===== src/verilog/iod_pkg.sv =====
// Purpose: Constants for the I/O board address decoder
// Assumes: 16-bit processor address, 100 MHz system clock
// Notes:   Base addresses assume the board strapped at its lowest position
package iod_pkg;
	// ------------------------------------------------------------
	// Address map
	// ------------------------------------------------------------
	localparam logic [3:0]  PAGE_NIBBLE      = 4'hf;
	localparam logic [15:0] SENSE_ADDR       = 16'hf003;
	localparam logic [15:0] SERIAL_ADDR      = 16'hf006;
	localparam logic [15:0] PAR0_ADDR        = 16'hf008;
	localparam logic [15:0] PAR1_ADDR        = 16'hf00c;
	localparam logic [15:0] SERIAL_MASK      = 16'hfffc;
	localparam logic [15:0] PAR_MASK         = 16'hfffc;
	localparam logic [15:0] SENSE_MASK       = 16'hffff;
	localparam logic [1:0]  PAR0_SEL         = 2'h2;
	localparam logic [1:0]  PAR1_SEL         = 2'h3;
	// ------------------------------------------------------------
	// Clocking
	// ------------------------------------------------------------
	localparam int          CLK_HZ           = 100000000;
	localparam int          BUS_CLK_HZ       = 500000;
	localparam int          BAUD_OVERSAMPLE  = 16;
	localparam int          BUS_HALF_CYC     = CLK_HZ / BUS_CLK_HZ / 2;
	localparam logic [7:0]  BUS_HALF_LAST    = 8'(BUS_HALF_CYC - 1);
	localparam logic [15:0] BAUD_DIV_DEFAULT = 16'h0001;
	localparam logic [15:0] ONE16            = 16'h0001;
	localparam logic [7:0]  ZERO8            = 8'h00;
endpackage

===== src/verilog/iod_decoder.sv =====
// Contract
// - With the qualifier high at the serial location, both high selects go high and the low one low.
// - No chip select asserts unless address bits 15 to 12 are all high and the qualifier is high.
// - The serial register select follows address bit zero without inversion.
// - The serial baud clock runs at sixteen times the chosen bit rate.
// - Each adapter enable receives the 500 kHz second-phase bus clock.
// - The two parallel adapters sit at the lower base and four bytes above it.
// - Parallel chip selects come from a decode of address bits three and two plus the page and mid-address decodes.
// - The parallel upper register select follows address bit one.
// - The parallel lower register select is the inverse of address bit zero.
// - The serial second high select is driven high when address bit one is high.
// - The serial low select goes low when address bit two is high.
// - With the qualifier high at the sense location, both sense buffer enables go low.
// - The sense buffer enable needs page, mid-address and low-address decodes all high.
// - A read of the sense location returns the eight sense switch bits.
//
// Purpose: Address decode, select generation and clocks for the I/O board
// Assumes: Address and qualifier come from logic on clk; switches are pins
// Notes:   Outputs are registered, so selects lag the address by one clock
module iod_decoder
	import iod_pkg::*;
(
	input  wire logic        clk,
	input  wire logic        rst,
	input  wire logic [15:0] addr,
	input  wire logic        valid_address_qualifier,
	input  wire logic        rd_wr,
	input  wire logic [7:0]  sense_switch,
	input  wire logic [15:0] baud_div,
	output logic             serial_select_lo_a,
	output logic             serial_select_hi_b,
	output logic             serial_select_low_n,
	output logic             serial_register_select,
	output logic             par0_select,
	output logic             par1_select,
	output logic             parallel_register_select_lo,
	output logic             parallel_register_select_hi,
	output logic             sense_buf_en_n_0,
	output logic             sense_buf_en_n_1,
	output logic [7:0]       sense_data,
	output logic             sense_data_oe,
	output logic             bus_enable_clk,
	output logic             baud_clk
);
	// ------------------------------------------------------------
	// Decode
	// ------------------------------------------------------------
	function automatic logic hit(input logic [15:0] a, input logic [15:0] base,
		input logic [15:0] mask);
		hit = ((a & mask) == (base & mask));
	endfunction

	wire page_hit   = valid_address_qualifier && (addr[15:12] == PAGE_NIBBLE);
	wire serial_hit = page_hit && hit(addr, SERIAL_ADDR, SERIAL_MASK);
	wire par_any    = page_hit && (addr[11:4] == PAR0_ADDR[11:4]) && addr[3];
	wire par0_hit   = par_any && (addr[3:2] == PAR0_SEL);
	wire par1_hit   = par_any && (addr[3:2] == PAR1_SEL);
	wire mid_hit    = (addr[11:4] == SENSE_ADDR[11:4]);
	wire low_hit    = (addr[3:0] == SENSE_ADDR[3:0]);
	wire sense_hit  = page_hit && mid_hit && low_hit;
	wire read_cycle = rd_wr;

	// ------------------------------------------------------------
	// Sense switch synchroniser
	// ------------------------------------------------------------
	logic [7:0] sw_s1_ff;
	logic [7:0] sw_s2_ff;
	logic [7:0] sw_s3_ff;
	logic [7:0] sw_val_ff;
	always_ff @(posedge clk)
	begin
		if (rst)
		begin
			sw_s1_ff  <= ZERO8;
			sw_s2_ff  <= ZERO8;
			sw_s3_ff  <= ZERO8;
			sw_val_ff <= ZERO8;
		end
		else
		begin
			sw_s1_ff <= sense_switch;
			sw_s2_ff <= sw_s1_ff;
			sw_s3_ff <= sw_s2_ff;
			if (sw_s2_ff == sw_s3_ff)
				sw_val_ff <= sw_s3_ff;
		end
	end

	// ------------------------------------------------------------
	// Registered select outputs
	// ------------------------------------------------------------
	always_ff @(posedge clk)
	begin
		if (rst)
		begin
			serial_select_lo_a          <= 1'b0;
			serial_select_hi_b          <= 1'b0;
			serial_select_low_n         <= 1'b1;
			serial_register_select      <= 1'b0;
			par0_select                 <= 1'b0;
			par1_select                 <= 1'b0;
			parallel_register_select_lo <= 1'b0;
			parallel_register_select_hi <= 1'b0;
			sense_buf_en_n_0            <= 1'b1;
			sense_buf_en_n_1            <= 1'b1;
			sense_data                  <= ZERO8;
			sense_data_oe               <= 1'b0;
		end
		else
		begin
			serial_select_lo_a     <= serial_hit;
			serial_select_hi_b     <= serial_hit && addr[1];
			serial_select_low_n    <= !(serial_hit && addr[2]);
			serial_register_select <= addr[0];
			par0_select            <= par0_hit;
			par1_select            <= par1_hit;
			parallel_register_select_lo <= !addr[0];
			parallel_register_select_hi <= addr[1];
			sense_buf_en_n_0       <= !sense_hit;
			sense_buf_en_n_1       <= !sense_hit;
			sense_data             <= (sense_hit && read_cycle) ? sw_val_ff : ZERO8;
			sense_data_oe          <= sense_hit && read_cycle;
		end
	end

	// ------------------------------------------------------------
	// Bus clock and baud clock
	// ------------------------------------------------------------
	logic [7:0]  bus_cnt_ff;
	logic [15:0] baud_cnt_ff;
	wire  [15:0] baud_lim = (baud_div == 16'h0000) ? BAUD_DIV_DEFAULT : baud_div;
	wire         bus_wrap = (bus_cnt_ff == BUS_HALF_LAST);
	wire         baud_wrap = (baud_cnt_ff >= baud_lim - ONE16);
	always_ff @(posedge clk)
	begin
		if (rst)
		begin
			bus_cnt_ff     <= ZERO8;
			bus_enable_clk <= 1'b0;
			baud_cnt_ff    <= 16'h0000;
			baud_clk       <= 1'b0;
		end
		else
		begin
			bus_cnt_ff     <= bus_wrap ? ZERO8 : bus_cnt_ff + 8'h01;
			bus_enable_clk <= bus_wrap ? !bus_enable_clk : bus_enable_clk;
			baud_cnt_ff    <= baud_wrap ? 16'h0000 : baud_cnt_ff + ONE16;
			baud_clk       <= baud_wrap ? !baud_clk : baud_clk;
		end
	end

	// ------------------------------------------------------------
	// Clock phase observers for checks
	// ------------------------------------------------------------
	logic        bus_prev_ff;
	logic        bus_seen_ff;
	logic [7:0]  bus_len_ff;
	logic        baud_prev_ff;
	logic        baud_seen_ff;
	logic [15:0] baud_len_ff;
	logic [15:0] baud_div_ff;
	wire         bus_edge     = (bus_enable_clk != bus_prev_ff);
	wire         baud_edge    = (baud_clk != baud_prev_ff);
	wire         div_moved    = (baud_div != baud_div_ff);
	wire  [15:0] baud_lim_ref = (baud_div_ff == 16'h0000) ? BAUD_DIV_DEFAULT : baud_div_ff;
	always_ff @(posedge clk)
	begin
		if (rst)
		begin
			bus_prev_ff  <= 1'b0;
			bus_seen_ff  <= 1'b0;
			bus_len_ff   <= ZERO8;
			baud_prev_ff <= 1'b0;
			baud_seen_ff <= 1'b0;
			baud_len_ff  <= 16'h0000;
			baud_div_ff  <= 16'h0000;
		end
		else
		begin
			bus_prev_ff  <= bus_enable_clk;
			bus_seen_ff  <= bus_seen_ff || bus_edge;
			bus_len_ff   <= bus_edge ? ZERO8 : bus_len_ff + 8'h01;
			baud_prev_ff <= baud_clk;
			baud_div_ff  <= baud_div;
			baud_seen_ff <= !div_moved && (baud_seen_ff || baud_edge);
			baud_len_ff  <= baud_edge ? 16'h0000 : baud_len_ff + ONE16;
		end
	end

	// ------------------------------------------------------------
	// Checks
	// ------------------------------------------------------------
	property p_serial_sel;
		@(posedge clk) disable iff (rst)
		(valid_address_qualifier && addr == SERIAL_ADDR) |=>
			(serial_select_lo_a && serial_select_hi_b && !serial_select_low_n);
	endproperty
	a_serial_sel: assert property (p_serial_sel) else $error("serial selects wrong");

	property p_page;
		@(posedge clk) disable iff (rst)
		!(valid_address_qualifier && addr[15:12] == PAGE_NIBBLE) |=>
			!(serial_select_lo_a || par0_select || par1_select || !sense_buf_en_n_0);
	endproperty
	a_page: assert property (p_page) else $error("select outside page");

	property p_rs;
		@(posedge clk) disable iff (rst)
		1'b1 |=> (serial_register_select == $past(addr[0]));
	endproperty
	a_rs: assert property (p_rs) else $error("serial register select wrong");

	property p_busclk;
		@(posedge clk) disable iff (rst)
		$rose(bus_enable_clk) |=> bus_enable_clk [*8];
	endproperty
	a_busclk: assert property (p_busclk) else $error("bus clock high too short");

	property p_par;
		@(posedge clk) disable iff (rst)
		(valid_address_qualifier && addr == PAR1_ADDR) |=> (par1_select && !par0_select);
	endproperty
	a_par: assert property (p_par) else $error("parallel select wrong");

	property p_rs_pair;
		@(posedge clk) disable iff (rst)
		1'b1 |=> (parallel_register_select_hi == $past(addr[1])
			&& parallel_register_select_lo != $past(addr[0]));
	endproperty
	a_rs_pair: assert property (p_rs_pair) else $error("parallel register select wrong");

	property p_sense;
		@(posedge clk) disable iff (rst)
		(valid_address_qualifier && addr == SENSE_ADDR) |=> (!sense_buf_en_n_0 && !sense_buf_en_n_1);
	endproperty
	a_sense: assert property (p_sense) else $error("sense enable not low");

	property p_idle;
		@(posedge clk) disable iff (rst)
		!valid_address_qualifier |=> (serial_select_low_n && sense_buf_en_n_1 && !par0_select);
	endproperty
	a_idle: assert property (p_idle) else $error("select while qualifier low");

	property p_bus_half;
		@(posedge clk) disable iff (rst)
		(bus_edge && bus_seen_ff) |-> (bus_len_ff == BUS_HALF_LAST);
	endproperty
	a_bus_half: assert property (p_bus_half) else $error("bus clock half period wrong");

	property p_baud_half;
		@(posedge clk) disable iff (rst)
		(baud_edge && baud_seen_ff) |-> (baud_len_ff == baud_lim_ref - ONE16);
	endproperty
	a_baud_half: assert property (p_baud_half) else $error("baud half period wrong");

	property p_mid_term;
		@(posedge clk) disable iff (rst)
		(addr[11:4] != SENSE_ADDR[11:4]) |=> (sense_buf_en_n_0 && sense_buf_en_n_1);
	endproperty
	a_mid_term: assert property (p_mid_term) else $error("sense enable without mid decode");

	property p_low_sel;
		@(posedge clk) disable iff (rst)
		!addr[2] |=> serial_select_low_n;
	endproperty
	a_low_sel: assert property (p_low_sel) else $error("serial low select without bit two");

	property p_hi_b;
		@(posedge clk) disable iff (rst)
		!addr[1] |=> !serial_select_hi_b;
	endproperty
	a_hi_b: assert property (p_hi_b) else $error("serial high select without bit one");

	property p_par0;
		@(posedge clk) disable iff (rst)
		(valid_address_qualifier && addr == PAR0_ADDR) |=> (par0_select && !par1_select);
	endproperty
	a_par0: assert property (p_par0) else $error("lower parallel select wrong");

	property p_sense_read;
		@(posedge clk) disable iff (rst)
		sense_data_oe |-> ($past(rd_wr) && $past(valid_address_qualifier));
	endproperty
	a_sense_read: assert property (p_sense_read) else $error("sense readback outside read");

	property p_idle_oe;
		@(posedge clk) disable iff (rst)
		!valid_address_qualifier |=> (!sense_data_oe && !par1_select && !serial_select_hi_b);
	endproperty
	a_idle_oe: assert property (p_idle_oe) else $error("output active while qualifier low");

	c_serial: cover property (@(posedge clk) serial_select_lo_a && serial_select_hi_b);
	c_par0:   cover property (@(posedge clk) par0_select);
	c_par1:   cover property (@(posedge clk) par1_select);
	c_sense:  cover property (@(posedge clk) sense_data_oe);
endmodule


===== config.mk =====
export PLATFORM = sky130hd
export DESIGN_NAME = iod_decoder
export DESIGN_NICKNAME = d
export VERILOG_FILES = /design/src/verilog/iod_pkg.sv /design/src/verilog/iod_decoder.sv
export SDC_FILE = /design/constraint.sdc
export NUM_CORES = 1
export LEC_CHECK = 0
export BUFFER_PORTS_ARGS = -buffer_cell sky130_fd_sc_hd__buf_4
export CORE_MARGIN = 5
export CORE_UTILIZATION = 45
export DETAILED_ROUTE_END_ITERATION = 16
export PLACE_DENSITY_LB_ADDON = 0.15
export SYNTH_ARGS = -nofsm -noshare
export SYNTH_HDL_FRONTEND = slang
export SYNTH_SLANG_ARGS = --single-unit

===== constraint.sdc =====
create_clock -name clk -period 6.7 [get_ports clk]
set_input_delay 0.67 -clock clk [delete_from_list [all_inputs] [get_ports clk]]
set_output_delay 0.67 -clock clk [all_outputs]
set_load 0.02 [all_outputs]

Yosys cells after proc, flatten, opt, wreduce, memory -nomap -nowiden
Index checks and enable logic that the tools add are counted.

Bits in registers: 76. Output and inout bits: 21. Logic and storage cells: 52. Input bits: 44.

Multiplexer cells: 1. Bitwise operators: 1. Equality and inequality tests: 7. $lt $le $gt $ge: 1. Reductions and logical operators: 20. Add/subtract/negate cells: 3.

Operators with widths (number): adder 16 x 1 -> 16 bit, second input constant (1); greater-or-equal comparator 16 bit (1); zero test 16 bit (1); 2-to-1 mux 16 bit (1); subtractor 16 x 1 -> 16 bit, second input constant (1); equality test 14 bit, second input constant (1); logical AND 1 bit (10); adder 8 x 1 -> 8 bit, second input constant (1); equality test 8 x 7 -> 1 bit, second input constant (1); equality test 8 bit (1); zero test 8 bit (1); OR reduction 2 bit (3); zero test 1 bit (5); equality test 2 bit, second input constant (2); equality test 4 x 2 -> 1 bit, second input constant (1); equality test 4 bit, second input constant (1); inverter 1 bit (1).

Longest topological paths before layout
Word-level depth: 7. Depth in mapped cells: 15. Mapped depth without buffers: 14.

Worst setup path after synthesis
OpenSTA, ideal clock, no wires.

Path type: input port to flip-flop. Start: input port baud_div[2]. End: register baud_cnt_ff[10]. Setup time: 0.064 ns. Cell stages on the path: 15. Required time: 6.636 ns. Path buffers: 1. Data arrival time: 3.892 ns. Slack: 2.744 ns. Path through: or3_4 > or4_4 > nor4_1 > nor2_1 > ha_1 > or3b_1 > nor3_1 > xnor2_1 > ha_1 > a21o_1 > a21o_1 > a2111oi_2 > nand4b_2 > buf_2 > nor2_1.

Cells in the longest elaborated chain, start to end: 5.

RTL lines: start: declaration (line iod_decoder.sv:29) `input wire logic [15:0] baud_div,`; zero test 16 bit (line iod_decoder.sv:131) `wire [15:0] baud_lim = (baud_div == 16'h0000) ? BAUD_DIV_DEFAULT : baud_div;`; 2-to-1 mux 16 bit (*) (line iod_decoder.sv:131); subtractor 16 x 1 -> 16 bit (*) (line iod_decoder.sv:133) `wire baud_wrap = (baud_cnt_ff >= baud_lim - ONE16);`; greater-or-equal comparator 16 bit (*) (line iod_decoder.sv:133); OR reduction 2 bit (no line) (*); end signal: assignment (line iod_decoder.sv:147) `baud_cnt_ff <= baud_wrap ? 16'h0000 : baud_cnt_ff + ONE16;`; end: declaration (line iod_decoder.sv:130) `logic [15:0] baud_cnt_ff;`.

Mark *: on every way between the ends. The rest lies on a longest branch, timed or not. A chain may end at the register's enable or synchronous reset.

Final worst setup path
Start: input port baud_div[6]. End: register baud_cnt_ff[9].

Same word-level chain as after synthesis.

==> impl_metrics.env <==
export IMPL_postCtsHoldBufs=0
export IMPL_track_usage_pct=14.0
export IMPL_ir_drop_mv=0.169
export IMPL_power_switching_share_pct=22.1
export IMPL_worstPathMaxFanout=16
export IMPL_wl_per_cell_um=12.0
export IMPL_final_area_um2=4010
export IMPL_min_period_ns=4.19
export IMPL_r2r_setup_slack_ns=4.44
export IMPL_dieArea_um2=8920
export IMPL_drtAntennaViolNets=0
export IMPL_synth_top_family_by_area="simple AND/OR/NAND/NOR gates"
export IMPL_arrival_ns=4.45
export IMPL_port_buffers=64
export IMPL_power_frac_clock_pct=42.0
export IMPL_cp_depth=15
export IMPL_globalRouteOverflowTotal=0
export IMPL_final_common_cell="dfxtp_1"
export IMPL_yosysWarnings=0
export IMPL_synth_compound_area_share_pct=4.21
export IMPL_clockBufferDepth=2
export IMPL_cts_buffers=9
export IMPL_row_count=30
export IMPL_hp_class="register to register"
export IMPL_synth_ff_type="dfxtp_1"
export IMPL_drv_slew=0
export IMPL_dpl_cell_area_um2=3780
export IMPL_syn_avg_cell_area_um2=9.85
export IMPL_nets=457
export IMPL_place_gp_congestion=0.763
export IMPL_maxCapViolations=0
export IMPL_required_ns=6.96
export IMPL_path_clk_slew_ns=0.07
export IMPL_seq_area_um2=1520
export IMPL_final_setup_viol_count=0
export IMPL_routed_wl_met2_um=2640
export IMPL_htree_levels=3
export IMPL_top_layer="met4"
export IMPL_max_freq_mhz=239
export IMPL_status="complete, no violations"
export IMPL_layout_common_cells="dfxtp_1 (76), buf_4 (64), nor2_1 (45), nor2b_1 (27), xor2_1 (22)"
export IMPL_dp_worst_setup_slack_ns=2.15
export IMPL_rsz0062_at_grt="no"
export IMPL_fin_crit_sh_pct=62.5
export IMPL_yosysSeqAreaShare_pct=47.4
export IMPL_die_w_um=94.5
export IMPL_clock_skew_final_ns=0.00837
export IMPL_synth_top_area_share_pct=47.4
export IMPL_rr_worst_depth=6
export IMPL_cpPeakStageDelay_ns=0.52
export IMPL_initial_core_util_pct=46.7
export IMPL_crit_slowest_cell="nor4_1"
export IMPL_final_hold_viol_count=0
export IMPL_wl_met1_um=2840
export IMPL_cts_tree="built"
export IMPL_end_kind="register"
export IMPL_cts_resized=0
export IMPL_multi_input_comb_area_um2=1620
export IMPL_cts_setup_buffers=0
export IMPL_grt_pass1_wl_um=9850
export IMPL_hpwl_um=4530
export IMPL_io_pins=65
export IMPL_synth_area_leader_cell="dfxtp_1"
export IMPL_cts_sinks=76
export IMPL_drive_above_1_share_pct=22.3
export IMPL_via_per_inst=4.78
export IMPL_hold_depth=1
export IMPL_core_um2=6870
export IMPL_post_route_drc_count=0
export IMPL_ys_top_cells_by_area="dfxtp_1 (47%), ha_1 (7.4%), xor2_1 (6.0%)"
export IMPL_synth_edf_count=0
export IMPL_insertion_delay_ns=0.34
export IMPL_syn2layout_area_growth_pct=24.9
export IMPL_vias=2367
export IMPL_ys_types=42
export IMPL_relSlewSlack_pct=63.4
export IMPL_drt_iter0_drc=85
export IMPL_fin_ws_ns=2.51
export IMPL_leakagePower_nw=1.76
export IMPL_synth_xor_area_share_pct=10.9
export IMPL_syn_num_nets=389
export IMPL_syn_area_um2=3210
export IMPL_yosys_area_share_simple_pct=25.6
export IMPL_firstDrtPassIters=4
export IMPL_die_y_um=94.5
export IMPL_timing_setup_tns_ns=0
export IMPL_grt_pass1_vias=2278
export IMPL_p_seq_share_pct=50.2
export IMPL_worstMarginPinSlew_ns=0.544
export IMPL_combPwrFrac_pct=7.8
export IMPL_cp_num_buf_inv=1
export IMPL_fill_cells=615
export IMPL_diodes=0
export IMPL_ys_ff_latch=76
export IMPL_synth_async_reset_ratio_pct=0
export IMPL_power_switching_mw=0.206
export IMPL_cp_top_family="simple AND/OR/NAND/NOR gates"
export IMPL_met3WireLength_um=425
export IMPL_root_buffer="clkbuf_8"
export IMPL_powerDensity_nw_per_um2=232
export IMPL_internal_power_mw=0.725
export IMPL_worstSetupPathType="input port to register"
export IMPL_cp_cell_sequence="buf_4 -> nor4_1 -> nand2_1 -> nor4_1 -> nor2_1 -> ha_1 -> or3b_1 -> nor3_1 -> xnor2_1 -> ha_1 -> a21o_1 -> a21o_1 -> a2111oi_2 -> nand4b_2 -> nor2_1"
export IMPL_synth_mux_area_share_pct=2.49
export IMPL_synth_fa_ha_area_share_pct=7.40
export IMPL_grt_max_degree=41
export IMPL_worstSetupStartpointType="input port"
export IMPL_antenna_found_initial=0
export IMPL_wl_um=5930
export IMPL_syn_instance_count=326
==> worst paths after layout <==
kind | startpoint | to
min reg2reg | sw_s1_ff[1] | sw_s2_ff[1]
min | sw_s1_ff[1] | sw_s2_ff[1]
max reg2reg | baud_cnt_ff[13] | baud_cnt_ff[9]
max | baud_div[6] | baud_cnt_ff[9]
==> power by group through the flow <==
| stage | combinational [mW] | clock (mW) | sequential, mW |
|---|---|---|---|
| 2_1_floorplan | 0.0398 | 0 | 0.478 |
| 5_1_grt | 0.0817 | 0.427 | 0.469 |
| 6_report | 0.0726 | 0.391 | 0.468 |
| 3_5_place_dp | 0.0730 | 0 | 0.478 |
| 4_1_cts | 0.0734 | 0.406 | 0.468 |
| 3_3_place_gp | 0.0712 | 0 | 0.478 |
==> sequential cells by signal (all words and copies together) (netlist names) <==
signal	cells
baud_clk	1
baud_cnt_ff	16
bus_cnt_ff	8
bus_enable_clk	1
par0_select	1
par1_select	1
parallel_register_select_hi	1
parallel_register_select_lo	1
sense_buf_en_n_1	1
sense_data	8
sense_data_oe	1
serial_register_select	1
serial_select_hi_b	1
serial_select_lo_a	1
serial_select_low_n	1
sw_s1_ff	8
sw_s2_ff	8
sw_s3_ff	8
sw_val_ff	8
==> layout make-up <==
type                            count  share of cell area, %
Multi-Input combinational cell    234                   40.5
Sequential cell                    76                   37.9
Timing Repair Buffer               64                   12.0
Clock buffer                       10                   3.43
Tap cell                           96                   2.99
Clock inverter                      6                   2.34
Inverter                            9                  0.842
==> routing by layer <==
layer | vias to the layer above | GRT usage [%]
met3 | 2 | 5.50
met2 | 55 | 23.0
met4 | 0 | 3.97
li1 | 1244 | -
met1 | 1066 | 16.9
met5 | - | 0
==> logic make-up (layout without fill, tap and decap cells) <==
logic type	Yosys count	after routing
and+or+nand+nor	149	149
xor gates and xnor gates	40	40
buffers and inverters	16	89
adders and majority gates	19	19
AOI/OAI and AO/OA	18	18
muxes	8	8
DFF	76	76
==> Yosys cell counts, drive strengths merged (2+ instances only) <==
master and n:
dfxtp 76, nor2 46, nor2b 27, xor2 22, ha 19, xnor2 18, nand2 14, and2 10
nand3 10, inv 9, mux2i 8, nor3 7, nor4 7, a21oi 6, nand4 6, clkbuf 5
and3 4, or4 4, o21ai 3, a2111oi 2, a21o 2, a31o 2, and4 2, buf 2
nand2b 2, nor4b 2, o31ai 2, or3 2
==> metrics by stage <==
stage	hold slack [ns]	utilization, %	power, mW	instances
final	0.438	58.4	0.931	495
after global routing	0.451	58.4	0.978	495
after CTS	0.442	58.4	0.947	495
after detailed placement	0.424	55.0	0.551	479
after global placement	0.417	55.0	0.549	479
after floorplan	0.413	-	0.518	326
(Power assumes the default switching activity.)
